**src/inc/vuf_consts.svh**
```systemverilog
// Constants for the input undervoltage fault, power-good and turn-on delay control block
`ifndef VUF_CONSTS_SVH
`define VUF_CONSTS_SVH

`define VUF_ADDR_W 12
`define VUF_IDX_UV_WARN 12'h058
`define VUF_IDX_UV_FAULT 12'h059
`define VUF_IDX_UV_ACT 12'h05A
`define VUF_IDX_PG_TH 12'h05E
`define VUF_IDX_TON 12'h060
`define VUF_IDX_CLEAR 12'h0E0
`define VUF_IDX_CTRL 12'h0E1
`define VUF_IDX_STATUS 12'h0E2
`define VUF_IDX_IRQ_ST 12'h0F0
`define VUF_IDX_IRQ_EN 12'h0F1
`define VUF_IDX_IRQ_CLR 12'h0F2
`define VUF_BYTE_ADDR(i) (12'((i) * 12'h004))

`define VUF_RESP_OKAY 2'h0
`define VUF_RESP_SLVERR 2'h2

`define VUF_L11_EXP 15:11
`define VUF_L11_MANT 10:0
`define VUF_FRAC_BITS 8

`define VUF_ACT_RESP 7:6
`define VUF_ACT_RETRY 5:3
`define VUF_ACT_DELAY 2:0
`define VUF_RESP_RETRY 2'h2
`define VUF_RESP_HOLD 2'h3
`define VUF_RETRY_NONE 3'h0
`define VUF_RETRY_CONT 3'h7

`define VUF_ACT_RST 8'hBF
`define VUF_TON_RST 16'hCA80
`define VUF_OP_ON_RST 1'b1
`define VUF_WARN_NUM 15'sh000B
`define VUF_WARN_DEN 15'sh000A
`define VUF_PG_NUM 20'h00009
`define VUF_PG_DEN 20'h0000A

`define VUF_CLK_PERIOD_NS 8
`define VUF_US_NS 1000
`define VUF_US_CYCLES ((`VUF_US_NS + `VUF_CLK_PERIOD_NS - 1) / `VUF_CLK_PERIOD_NS)
`define VUF_US_PER_MS 1000
`define VUF_RETRY_STEP_MS 35
`define VUF_RETRY_STEP_US (`VUF_RETRY_STEP_MS * `VUF_US_PER_MS)
`define VUF_CNT_W 24
`define VUF_IRQ_W 4

`endif

```
**src/inc/vuf_pkg.sv**
```systemverilog
// Types for the input undervoltage fault, power-good and turn-on delay control block
`include "vuf_consts.svh"
package vuf_pkg;
	typedef enum logic [2:0] {
		VUF_S_OFF = 3'h0,
		VUF_S_TON = 3'h1,
		VUF_S_ON = 3'h2,
		VUF_S_FAULT = 3'h3,
		VUF_S_RETRY = 3'h4
	} vuf_state_type;

	typedef struct packed {
		logic [`VUF_ADDR_W-1:0] awaddr;
		logic awvalid;
		logic [31:0] wdata;
		logic [3:0] wstrb;
		logic wvalid;
		logic bready;
		logic [`VUF_ADDR_W-1:0] araddr;
		logic arvalid;
		logic rready;
	} vuf_axi_req_type;

	typedef struct packed {
		logic awready;
		logic wready;
		logic bvalid;
		logic [1:0] bresp;
		logic arready;
		logic rvalid;
		logic [31:0] rdata;
		logic [1:0] rresp;
	} vuf_axi_rsp_type;

	typedef struct packed {
		vuf_state_type st;
		logic [15:0] uv_th;
		logic [7:0] uv_act;
		logic [15:0] warn_th;
		logic [15:0] pg_th;
		logic [15:0] ton;
		logic op_on;
		logic fault_flag;
		logic pgood;
		logic [`VUF_IRQ_W-1:0] irq_st;
		logic [`VUF_IRQ_W-1:0] irq_en;
		logic strap_done;
		logic [6:0] pre;
		logic [`VUF_CNT_W-1:0] cnt;
		logic aw_got;
		logic [`VUF_ADDR_W-1:0] awaddr;
		logic w_got;
		logic [31:0] wdata;
		logic [3:0] wstrb;
		logic bvalid;
		logic [1:0] bresp;
		logic rvalid;
		logic [31:0] rdata;
		logic [1:0] rresp;
	} vuf_regs_type;
endpackage

```
**src/core/vuf_ctrl.sv**
```systemverilog
// Input undervoltage fault response, power-good and turn-on delay with AXI4-Lite registers
`timescale 1ns/1ns
`default_nettype none
`include "vuf_consts.svh"
module vuf_ctrl (
	input wire logic clk,
	input wire logic reset,
	input wire vuf_pkg::vuf_axi_req_type axi_req,
	output vuf_pkg::vuf_axi_rsp_type axi_rsp,
	input wire logic [15:0] vin_meas,
	input wire logic [15:0] vout_meas,
	input wire logic [15:0] vout_uv_limit,
	input wire logic [15:0] uvlo_strap,
	input wire logic [15:0] output_voltage_strap,
	input wire logic en_pin,
	input wire logic bias_ok,
	input wire logic other_fault,
	input wire logic alert_line_sense,
	output logic alert_line_drive,
	output logic alert_line_oe,
	output logic out_enable,
	output logic power_good,
	output logic irq
);
	import vuf_pkg::*;

	vuf_regs_type s_q;
	vuf_regs_type s_d;
	logic signed [39:0] vin_fix;
	logic signed [39:0] uv_fix;
	logic signed [39:0] warn_fix;
	logic signed [39:0] ton_fix;
	logic signed [49:0] ton_us_w;
	logic [`VUF_CNT_W-1:0] ton_us;
	logic [`VUF_CNT_W-1:0] retry_us;
	logic uv_low;
	logic warn_ok;
	logic enabled;
	logic stop;
	logic tick;
	logic clear_cmd;
	logic uv_ev;
	logic retry_ev;
	logic [`VUF_IRQ_W-1:0] irq_clr;
	logic [14:0] warn_mant;
	logic [15:0] warn_def;
	logic [15:0] pg_def;

	vuf_lin11_to_fix u_vin (
		.word(vin_meas),
		.value(vin_fix)
	);
	vuf_lin11_to_fix u_uv (
		.word(s_q.uv_th),
		.value(uv_fix)
	);
	vuf_lin11_to_fix u_warn (
		.word(s_q.warn_th),
		.value(warn_fix)
	);
	vuf_lin11_to_fix u_ton (
		.word(s_q.ton),
		.value(ton_fix)
	);

	// Turn-on delay in microseconds; negative reads as zero, overflow saturates
	assign ton_us_w = (50'(ton_fix) * 50'(`VUF_US_PER_MS)) >>> `VUF_FRAC_BITS;
	assign ton_us = ton_us_w[49] ? '0 : (|ton_us_w[48:`VUF_CNT_W] ? '1 : ton_us_w[`VUF_CNT_W-1:0]);
	assign retry_us = `VUF_CNT_W'((`VUF_CNT_W'(s_q.uv_act[`VUF_ACT_DELAY]) + 24'h000001) * `VUF_RETRY_STEP_US);
	assign uv_low = vin_fix < uv_fix;
	assign warn_ok = vin_fix > warn_fix;
	assign enabled = en_pin && s_q.op_on && bias_ok;
	assign stop = !enabled || other_fault;
	assign tick = s_q.pre == 7'(`VUF_US_CYCLES - 1);

	// Strap defaults; warning mantissa scaled so its exponent stays as strapped, power-good scales the whole word
	assign warn_mant = (15'(signed'(uvlo_strap[`VUF_L11_MANT])) * `VUF_WARN_NUM) / `VUF_WARN_DEN;
	assign warn_def = {uvlo_strap[`VUF_L11_EXP], warn_mant[10:0]};
	assign pg_def = 16'((20'(output_voltage_strap) * `VUF_PG_NUM) / `VUF_PG_DEN);

	function automatic logic [15:0] merge16(input logic [15:0] old, input logic [31:0] d, input logic [3:0] strb);
		logic [15:0] r;
		r = old;
		if (strb[0]) begin
			r[7:0] = d[7:0];
		end
		if (strb[1]) begin
			r[15:8] = d[15:8];
		end
		return r;
	endfunction

	always_comb begin
		s_d = s_q;
		clear_cmd = 1'b0;
		uv_ev = 1'b0;
		retry_ev = 1'b0;
		irq_clr = '0;
		s_d.pre = tick ? 7'h00 : s_q.pre + 7'h01;

		// Write channels, taken in either order
		if (axi_req.awvalid && axi_rsp.awready) begin
			s_d.aw_got = 1'b1;
			s_d.awaddr = axi_req.awaddr;
		end
		if (axi_req.wvalid && axi_rsp.wready) begin
			s_d.w_got = 1'b1;
			s_d.wdata = axi_req.wdata;
			s_d.wstrb = axi_req.wstrb;
		end
		if (s_q.bvalid && axi_req.bready) begin
			s_d.bvalid = 1'b0;
		end
		if (s_q.aw_got && s_q.w_got) begin
			s_d.aw_got = 1'b0;
			s_d.w_got = 1'b0;
			s_d.bvalid = 1'b1;
			s_d.bresp = `VUF_RESP_OKAY;
			unique case (s_q.awaddr)
				`VUF_BYTE_ADDR(`VUF_IDX_UV_WARN): s_d.warn_th = merge16(s_q.warn_th, s_q.wdata, s_q.wstrb);
				`VUF_BYTE_ADDR(`VUF_IDX_UV_FAULT): s_d.uv_th = merge16(s_q.uv_th, s_q.wdata, s_q.wstrb);
				`VUF_BYTE_ADDR(`VUF_IDX_PG_TH): s_d.pg_th = merge16(s_q.pg_th, s_q.wdata, s_q.wstrb);
				`VUF_BYTE_ADDR(`VUF_IDX_TON): s_d.ton = merge16(s_q.ton, s_q.wdata, s_q.wstrb);
				`VUF_BYTE_ADDR(`VUF_IDX_UV_ACT): begin
					if (s_q.wstrb[0]) begin
						s_d.uv_act = s_q.wdata[7:0];
					end
				end
				`VUF_BYTE_ADDR(`VUF_IDX_CLEAR): clear_cmd = s_q.wstrb[0] && s_q.wdata[0];
				`VUF_BYTE_ADDR(`VUF_IDX_CTRL): begin
					if (s_q.wstrb[0]) begin
						s_d.op_on = s_q.wdata[0];
					end
				end
				`VUF_BYTE_ADDR(`VUF_IDX_IRQ_EN): begin
					if (s_q.wstrb[0]) begin
						s_d.irq_en = s_q.wdata[`VUF_IRQ_W-1:0];
					end
				end
				`VUF_BYTE_ADDR(`VUF_IDX_IRQ_CLR): begin
					if (s_q.wstrb[0]) begin
						irq_clr = s_q.wdata[`VUF_IRQ_W-1:0];
					end
				end
				default: s_d.bresp = `VUF_RESP_SLVERR;
			endcase
		end

		// Read channel, one read outstanding
		if (s_q.rvalid && axi_req.rready) begin
			s_d.rvalid = 1'b0;
		end
		if (axi_req.arvalid && axi_rsp.arready) begin
			s_d.rvalid = 1'b1;
			s_d.rresp = `VUF_RESP_OKAY;
			unique case (axi_req.araddr)
				`VUF_BYTE_ADDR(`VUF_IDX_UV_WARN): s_d.rdata = {16'h0000, s_q.warn_th};
				`VUF_BYTE_ADDR(`VUF_IDX_UV_FAULT): s_d.rdata = {16'h0000, s_q.uv_th};
				`VUF_BYTE_ADDR(`VUF_IDX_UV_ACT): s_d.rdata = {24'h000000, s_q.uv_act};
				`VUF_BYTE_ADDR(`VUF_IDX_PG_TH): s_d.rdata = {16'h0000, s_q.pg_th};
				`VUF_BYTE_ADDR(`VUF_IDX_TON): s_d.rdata = {16'h0000, s_q.ton};
				`VUF_BYTE_ADDR(`VUF_IDX_CTRL): s_d.rdata = {31'h00000000, s_q.op_on};
				`VUF_BYTE_ADDR(`VUF_IDX_STATUS): s_d.rdata = {25'h0000000, s_q.st, alert_line_sense, s_q.pgood,
					out_enable, s_q.fault_flag};
				`VUF_BYTE_ADDR(`VUF_IDX_IRQ_ST): s_d.rdata = {28'h0000000, s_q.irq_st};
				`VUF_BYTE_ADDR(`VUF_IDX_IRQ_EN): s_d.rdata = {28'h0000000, s_q.irq_en};
				`VUF_BYTE_ADDR(`VUF_IDX_CLEAR), `VUF_BYTE_ADDR(`VUF_IDX_IRQ_CLR): s_d.rdata = 32'h00000000;
				default: begin
					s_d.rdata = 32'h00000000;
					s_d.rresp = `VUF_RESP_SLVERR;
				end
			endcase
		end

		// Straps are caught on the first clock after reset release
		if (!s_q.strap_done) begin
			s_d.strap_done = 1'b1;
			s_d.uv_th = uvlo_strap;
			s_d.warn_th = warn_def;
			s_d.pg_th = pg_def;
		end

		// Sequencer
		unique case (s_q.st)
			VUF_S_OFF: begin
				if (!stop) begin
					s_d.st = VUF_S_TON;
					s_d.cnt = ton_us;
				end
			end
			VUF_S_TON, VUF_S_ON: begin
				if (stop) begin
					s_d.st = VUF_S_OFF;
				end else if (uv_low) begin
					s_d.st = VUF_S_FAULT;
					uv_ev = 1'b1;
				end else if (s_q.st == VUF_S_TON) begin
					if (s_q.cnt == '0) begin
						s_d.st = VUF_S_ON;
					end else if (tick) begin
						s_d.cnt = s_q.cnt - 24'h000001;
					end
				end
			end
			VUF_S_FAULT: begin
				if (stop) begin
					s_d.st = VUF_S_OFF;
				end else if (clear_cmd) begin
					s_d.st = VUF_S_OFF;
				end else if (s_q.uv_act[`VUF_ACT_RESP] == `VUF_RESP_HOLD) begin
					if (warn_ok) begin
						s_d.st = VUF_S_TON;
						s_d.cnt = ton_us;
					end
				end else if (s_q.uv_act[`VUF_ACT_RESP] == `VUF_RESP_RETRY &&
					s_q.uv_act[`VUF_ACT_RETRY] == `VUF_RETRY_CONT && warn_ok) begin
					s_d.st = VUF_S_RETRY;
					s_d.cnt = retry_us;
				end
				// Unused response and retry codes, and no-retry, stay off until cleared or shut down
			end
			VUF_S_RETRY: begin
				if (stop) begin
					s_d.st = VUF_S_OFF;
				end else if (s_q.cnt != '0) begin
					if (tick) begin
						s_d.cnt = s_q.cnt - 24'h000001;
					end
				end else if (warn_ok) begin
					s_d.st = VUF_S_TON;
					s_d.cnt = ton_us;
					retry_ev = 1'b1;
				end
			end
			default: s_d.st = VUF_S_OFF;
		endcase

		// Power-good hysteresis between its threshold and the undervoltage limit
		if (s_q.st != VUF_S_ON) begin
			s_d.pgood = 1'b0;
		end else if (vout_meas > s_q.pg_th) begin
			s_d.pgood = 1'b1;
		end else if (vout_meas < vout_uv_limit) begin
			s_d.pgood = 1'b0;
		end

		// Set beats clear so a fault in the clearing cycle survives
		s_d.fault_flag = (s_q.fault_flag && !clear_cmd) || uv_ev;
		s_d.irq_st = (s_q.irq_st & ~irq_clr) |
			{retry_ev, s_q.pgood && !s_d.pgood, !s_q.pgood && s_d.pgood, uv_ev};
	end

	always_ff @(posedge clk or posedge reset) begin
		if (reset) begin
			s_q <= '0;
			s_q.st <= VUF_S_OFF;
			s_q.uv_act <= `VUF_ACT_RST;
			s_q.ton <= `VUF_TON_RST;
			s_q.op_on <= `VUF_OP_ON_RST;
		end else begin
			s_q <= s_d;
		end
	end

	assign axi_rsp.awready = !s_q.aw_got && !s_q.bvalid;
	assign axi_rsp.wready = !s_q.w_got && !s_q.bvalid;
	assign axi_rsp.bvalid = s_q.bvalid;
	assign axi_rsp.bresp = s_q.bresp;
	assign axi_rsp.arready = !s_q.rvalid;
	assign axi_rsp.rvalid = s_q.rvalid;
	assign axi_rsp.rdata = s_q.rdata;
	assign axi_rsp.rresp = s_q.rresp;
	// Open-drain alert only ever pulls low; the enable carries the flag
	assign alert_line_drive = 1'b0;
	assign alert_line_oe = s_q.fault_flag;
	assign out_enable = s_q.st == VUF_S_ON;
	assign power_good = s_q.pgood;
	assign irq = |(s_q.irq_st & s_q.irq_en);
endmodule // vuf_ctrl
`default_nettype wire

```
**src/core/vuf_lin11_to_fix.sv**
```systemverilog
// Linear-11 word to signed fixed point with eight fraction bits
`timescale 1ns/1ns
`default_nettype none
`include "vuf_consts.svh"
module vuf_lin11_to_fix (
	input wire logic [15:0] word,
	output logic signed [39:0] value
);
	logic signed [5:0] sh;
	logic signed [39:0] mant;

	always_comb begin
		sh = 6'(signed'(word[`VUF_L11_EXP])) + 6'(`VUF_FRAC_BITS);
		mant = 40'(signed'(word[`VUF_L11_MANT]));
		if (!sh[5]) begin
			value = mant <<< sh[4:0];
		end else begin
			value = mant >>> 5'(-sh);
		end
	end
endmodule // vuf_lin11_to_fix
`default_nettype wire

```
**config.mk**
```make
export PLATFORM = sky130hd
export DESIGN_NAME = vuf_ctrl
export DESIGN_NICKNAME = d
export VERILOG_FILES = /design/src/inc/vuf_pkg.sv /design/src/core/vuf_ctrl.sv /design/src/core/vuf_lin11_to_fix.sv
export VERILOG_INCLUDE_DIRS = /design/src /design/src/inc
export SDC_FILE = /design/constraint.sdc
export NUM_CORES = 2
export LEC_CHECK = 0
export ABC_AREA = 1
export ABC_CLOCK_PERIOD_IN_PS = 11300
export BUFFER_PORTS_ARGS = -buffer_cell sky130_fd_sc_hd__buf_2
export CAP_MARGIN = 20
export CORE_MARGIN = 4
export CORE_UTILIZATION = 55
export DETAILED_ROUTE_END_ITERATION = 10
export PLACE_DENSITY = 0.73
export SETUP_SLACK_MARGIN = 0.4
export SLEW_MARGIN = 20
export SYNTH_ARGS = -nofsm -noshare
export SYNTH_HDL_FRONTEND = slang
export SYNTH_SLANG_ARGS = --single-unit
```
**constraint.sdc**
```tcl
create_clock -name clk -period 11.3 [get_ports clk]
set_input_delay 0.565 -clock clk [delete_from_list [all_inputs] [get_ports clk]]
set_output_delay 0.565 -clock clk [all_outputs]
set_load 0.01 [all_outputs]
```
### Word level (Yosys, flattened, before mapping)

Index checks and enable logic that the tools add are counted.

| word-level totals | value |
|---|---|
| register bits | 206 |
| bits of input ports | 151 |
| logic and storage cells | 236 |

| cells by class | value |
|---|---|
| add/sub/neg operators | 11 |
| multiply operators | 4 |
| divide/modulo/power cells | 2 |
| $lt $le $gt $ge | 4 |
| equality and inequality tests | 48 |
| shift operators | 8 |
| mux-type cells | 75 |
| bitwise logic cells | 4 |
| reductions and logical operators | 52 |

Operators with widths:

| cell | count |
|---|---|
| two-way mux 24 bit | 15 |
| two-way mux 40 bit | 4 |
| <<< shifter 11 x 5 -> 40 bit | 4 |
| >>> shifter 11 x 5 -> 40 bit | 4 |
| case mux 16 bit (9 select lines) | 1 |
| equality test 12 x 10 -> 1 bit (second input constant) | 10 |
| equality test 12 x 9 -> 1 bit (second input constant) | 10 |
| case mux 24 bit (4 select lines) | 1 |
| two-way mux 16 bit | 5 |
| two-way mux 73 bit | 1 |
| two-way mux 8 bit | 6 |
| multiplier 40 x 8 -> 47 bit (second input constant) | 1 |
| > comparator 40 bit | 1 |
| less-than comparator 40 bit | 1 |
| two-way mux 3 bit | 13 |
| two-way mux 37 bit | 1 |
| two-way mux 35 bit | 1 |
| AND reduction 3 bit | 11 |
| two-way mux 32 bit | 1 |
| adder 5 x 5 -> 6 bit (second input constant) | 4 |
| logical NOT 24 bit | 1 |
| nonzero test 24 bit | 1 |
| subtractor 24 x 1 -> 24 bit (second input constant) | 1 |
| divider 20 x 4 -> 20 bit (second input constant) | 1 |
| other kinds (42) | 109 |

### Depth between registers and ports, before layout

| logic depth | value |
|---|---|
| depth in word-level cells | 13 |
| mapped depth | 85 |
| gate-level depth less buffers | 85 |

### Modules after synthesis

A second synthesis with hierarchy kept.

| second synthesis, totals | value |
|---|---|
| cells, all modules | 4,610 |
| area, all modules | 30,618.1 µm² |

By module, submodules not included:

| module | instances | cells each | area an instance (µm²) |
|---|---|---|---|
| vuf_ctrl | 1 | 3,242 | 24,492.2 |
| vuf_lin11_to_fix | 4 | 342 | 1,531.5 |

### Worst setup path after synthesis

OpenSTA, ideal clock, no wires.

| timing | value |
|---|---|
| kind | register -> register |
| from | register s_q[145] (netlist bit) |
| to | register s_q[111] (netlist bit) |
| setup time | 0.139 ns |
| arrival time | 10.068 ns |
| data required time | 11.161 ns |
| setup slack | 1.092 ns |
| cell stages (with the launch flop) | 60 |
| buffers on the path | 5 |
| path through | dfstp_2 > buf_2 > inv_1 > buf_1 > clkbuf_1 > ha_1 > inv_1 > nor2_1 > inv_1 > clkbuf_1 > o21ai_0 > fa_1 > inv_1 > fa_1 > inv_1 > fa_1 > fa_1 > ha_1 > [24 not listed] > nand2_1 > o311ai_0 > nor2_1 > a211oi_1 > nand4_1 > nor3_1 > o2111ai_1 > nor3_1 > nand2_1 > clkinv_1 > clkbuf_1 > nand2_1 > nand2_1 > a21oi_1 > o21ai_0 > a21oi_1 > o311ai_0 > o21ai_0 |

| between the ends | value |
|---|---|
| word-level cells in the longest chain between the ends | 13 |

RTL lines:

| item | line | RTL |
|---|---|---|
| from (decl) | vuf_ctrl.sv:27 | `vuf_regs_type s_q;` |
| adder 5 x 5 -> 6 bit (*) | vuf_lin11_to_fix.sv:13 | `` sh = 6'(signed'(word[`VUF_L11_EXP])) + 6'(`VUF_FRAC_BITS); `` |
| negation 5 bit | vuf_lin11_to_fix.sv:18 | `value = mant >>> 5'(-sh);` |
| >>> shifter 11 x 5 -> 40 bit | vuf_lin11_to_fix.sv:18 |  |
| two-way mux 40 bit (*) | vuf_lin11_to_fix.sv:15 | `if (!sh[5]) begin` |
| multiplier 40 x 8 -> 47 bit (*) | vuf_ctrl.sv:67 | `` assign ton_us_w = (50'(ton_fix) * 50'(`VUF_US_PER_MS)) >>> `VUF_FRAC_BITS; `` |
| OR reduction 18 bit | vuf_ctrl.sv:68 | `` assign ton_us = ton_us_w[49] ? '0 : (\|ton_us_w[48:`VUF_CNT_W] ? '1 : ton_us_w[`VUF_CNT_W-1:0]); `` |
| two-way mux 24 bit | vuf_ctrl.sv:68 |  |
| two-way mux 24 bit (*) | vuf_ctrl.sv:68 |  |
| two-way mux 24 bit | vuf_ctrl.sv:211, vuf_ctrl.sv:229 |  |
| two-way mux 24 bit | vuf_ctrl.sv:210 | `` end else if (s_q.uv_act[`VUF_ACT_RESP] == `VUF_RESP_HOLD) begin `` |
| two-way mux 24 bit | vuf_ctrl.sv:208 | `end else if (clear_cmd) begin` |
| two-way mux 24 bit | vuf_ctrl.sv:206 | `if (stop) begin` |
| case mux 24 bit (4 select lines) (*) | vuf_ctrl.sv:184 | `unique case (s_q.st)` |

Every way passes the cells marked *; elsewhere a longest branch is shown, timed or not. The select of a mux whose other input is x is not followed.
A chain may end at the register's enable or synchronous reset.

### Worst setup path after layout

| timing | value |
|---|---|
| from | register s_q[145] (netlist bit) |
| to | register s_q[90] (netlist bit) |

Same word-level chain as after synthesis.

==> reports/qor.txt <==
Vias per cell - 5.605
CP bufs+invs - 8
Slowest CP cell - dfstp_2
CP top delay family - compound AO/OA/AOI/OAI gates
I/O Buffers - 159
Non-Filler Instances - 5346
Slew Viols, Final - 0
Share of cells above drive strength 1 - 11.46%
Die Span Y - 243.5 um
DR pass1 iterations - 8
Critical Path Sink Type - flip-flop
Fmax achieved - 0.09877 GHz
CTS max path bufs - 2
Share of flip-flops with an asynchronous set or reset - 100.0%
Critical Path AT - 10.45 ns
Measured slew at the worst slew-check pin - 1.066 ns
Finished Core Util - 59.23%
Final #Nets - 5221
Hold Path Class - in -> async
Largest net degree at the start of global routing - 64
GRT Residual Overflow - 0
Die width - 243.5 um
Filler cells - 5311
Initial Util - 55.45%
Library cells used by synthesis - 90
Final Hold Fails - 0
Root Buffer - clkbuf_16
Part of the cycle the worst path needs - 89.60%
Number of diodes - 0
Register area share after synthesis - 14.01%
Initial antenna violation count - 0
Critical path class - reg -> reg
Initial drt markers - 3265
YS warnings - 0
GR Util All Layers - 29.59%
FP Rows - 86
Final Critical Period - 10.12 ns
RSZ-0062 raised after global routing - no
Clock Sinks - 170
Vias - 29960
Post-route DRC violation count - 0
Largest area contributor in the netlist - ha_1
TritonCTS Buffers - 17
CP required - 11.62 ns
Synthesized flop and latch total - 170
Clk slew on worst S/H paths - 0.07 ns
Hold_buf cts - 0
Setup Skew - 0.02175 ns
Critical path peak fanout - 10
Nature of the critical path startpoint - flip-flop
Synthesized netlist cell count - 4505
Endpoints failing setup - 0
Area contributors post-synth - ha_1 (13%), dfrtp_1 (13%), fa_1 (11%), nand2_1 (11%), inv_1 (9.2%)
Routed wire length - 89.56 mm
Floorplan Core Area - 54990 um^2
Mapped Area - 30490 um^2
Slew HR - 28.83%
Post-synth EDFFs - 0
Outcome - finished clean
CTS tree - built
Placed cell count - 5302
First-pass GRT wire length - 142.9 mm
Max-cap violations - 0
Storage cell area - 4270 um^2
Vias in the first global route - 27630
Multi-input logic area - 22510 um^2
Die area - 59270 um^2
Most used cell, CP - nand2_1
Routed Antenna Nets - 0
Worst stage delay on the critical path - 0.62 ns
Post-synth top area share - 13.09%
Layout area overhead - 6.820%
H-tree depth - 4
Routed len/inst - 16.75 um
Dpl hpwl - 74.40 mm
Top_reg_cell synth - dfrtp_1
I/O pins - 197
Worst skew pair latency - 0.48 ns
GP Congestion - 0.9917
Syn Area/Cell - 6.768 um^2
[metrics by stage]
step                      worst slack [ns]  hold slack [ns]  setup TNS (ns)  instance area, um^2
final                                1.175           0.1216               0                32570
after global routing                0.3647           0.1641               0                32570
after CTS                           0.4016           0.1351               0                32380
after detailed placement          -0.08709           0.4606         -0.1772                31750
after global placement              0.3251           0.4594               0                31750
after floorplan                      1.092           0.4476               0                30560
[sequential cells by signal, summed over array words and instances (netlist names)]
signal / flops
power_good: 1
alert_line_oe: 1
axi_rsp: 20
s_q: 148
[logic make-up after synthesis]
group | synth area share (%)
xor gates and xnor gates | 3.455
AOI/OAI and AO/OA | 19.39
adders and majority gates | 23.99
muxes | 0.9602
DFF | 14.01
other | 0.02463
and+or+nand+nor | 25.44
buffers and inverters | 12.73
[path summary, 6_finish.rpt]
kind,end,cells past startpoint,startpoint,slack (ns)
worst min-delay path,axi_rsp[14],2,reset,0.12
worst max register to register,s_q[90],56,s_q[145],1.18
worst min register to register,axi_rsp[4],2,axi_rsp[4],0.47
max in group asynchronous,s_q[39],4,reset,9.19
min in group clk,axi_rsp[38],2,axi_req[14],0.30
worst max-delay path,s_q[90],56,s_q[145],1.18
[worst reg2reg max path: cells and delay by family (launching register included)]
| family | cells | cell delay (ns) |
|---|---|---|
| AND/OR/NAND/NOR | 23 | 2.43 |
| buffers and inverters | 8 | 0.71 |
| flip-flops | 1 | 0.62 |
| XOR/XNOR | 1 | 0.22 |
| AO/OA/AOI/OAI | 18 | 3.24 |
| adder cells (fa/ha/maj) | 6 | 2.77 |
[timing repair]
action,CTS,global route
endpoints found under the setup margin,22,24
pin swaps,0,3
resized for setup,4,27
gates cloned,0,1
setup buffers,0,11
endpoints found under the hold margin,0,0
[per-layer routing]
layer  up-vias  wire (um)  track usage [%]
met5         -          0                0
met4         0       2606            7.961
met3       160       7846            4.854
met2      1174      38060            45.39
met1     13730      41040            43.37
li1      14900          -                -
[area by class of cell]
class	instances	share of cell area (%)
clock buffer	18	1.348
clock inverter	14	0.5455
inverter	807	9.458
multi-input combinational	3383	69.10
sequential	170	13.11
tap	748	2.873
timing repair buffer	205	3.542
timing repair inverter	1	0.01921
[cell usage in the layout (no fill, tap or decap), types with 16 or more instances in the layout]
cell type and instances:
nand2_2 95, inv_1 746, o221ai_1 25, nor2_1 344
ha_1 318, inv_2 30, conb_1 20, o21ai_0 447
nand3_2 28, xor2_1 76, fa_1 166, nor4_1 16
xnor2_1 32, o211ai_1 35, nand4_1 37, a21oi_1 292
clkbuf_16 17, nand3_1 186, a211oi_1 22, o22ai_1 31
buf_2 159, nand2_4 38, nand2_1 859, dfrtp_1 157
buf_4 45, nor3_1 60, a221oi_1 28
[cell usage after synthesis, types with 25 or more instances]
library cell / n
xnor2_1: 32
fa_1: 166
nand2_1: 860
o22ai_1: 33
buf_4: 39
xor2_1: 77
inv_2: 29
nand2_2: 94
inv_1: 749
dfrtp_1: 157
o221ai_1: 25
a21oi_1: 293
o211ai_1: 35
nor3_1: 62
nand2_4: 38
nand3_2: 28
a221oi_1: 28
ha_1: 319
nor2_1: 349
o21ai_0: 455
nand4_1: 37
nand3_1: 186
clkbuf_1: 102
Power is left out: the tool's default activity adds up to more than one toggle a clock period on the data nets, which glitch-free logic cannot reach.
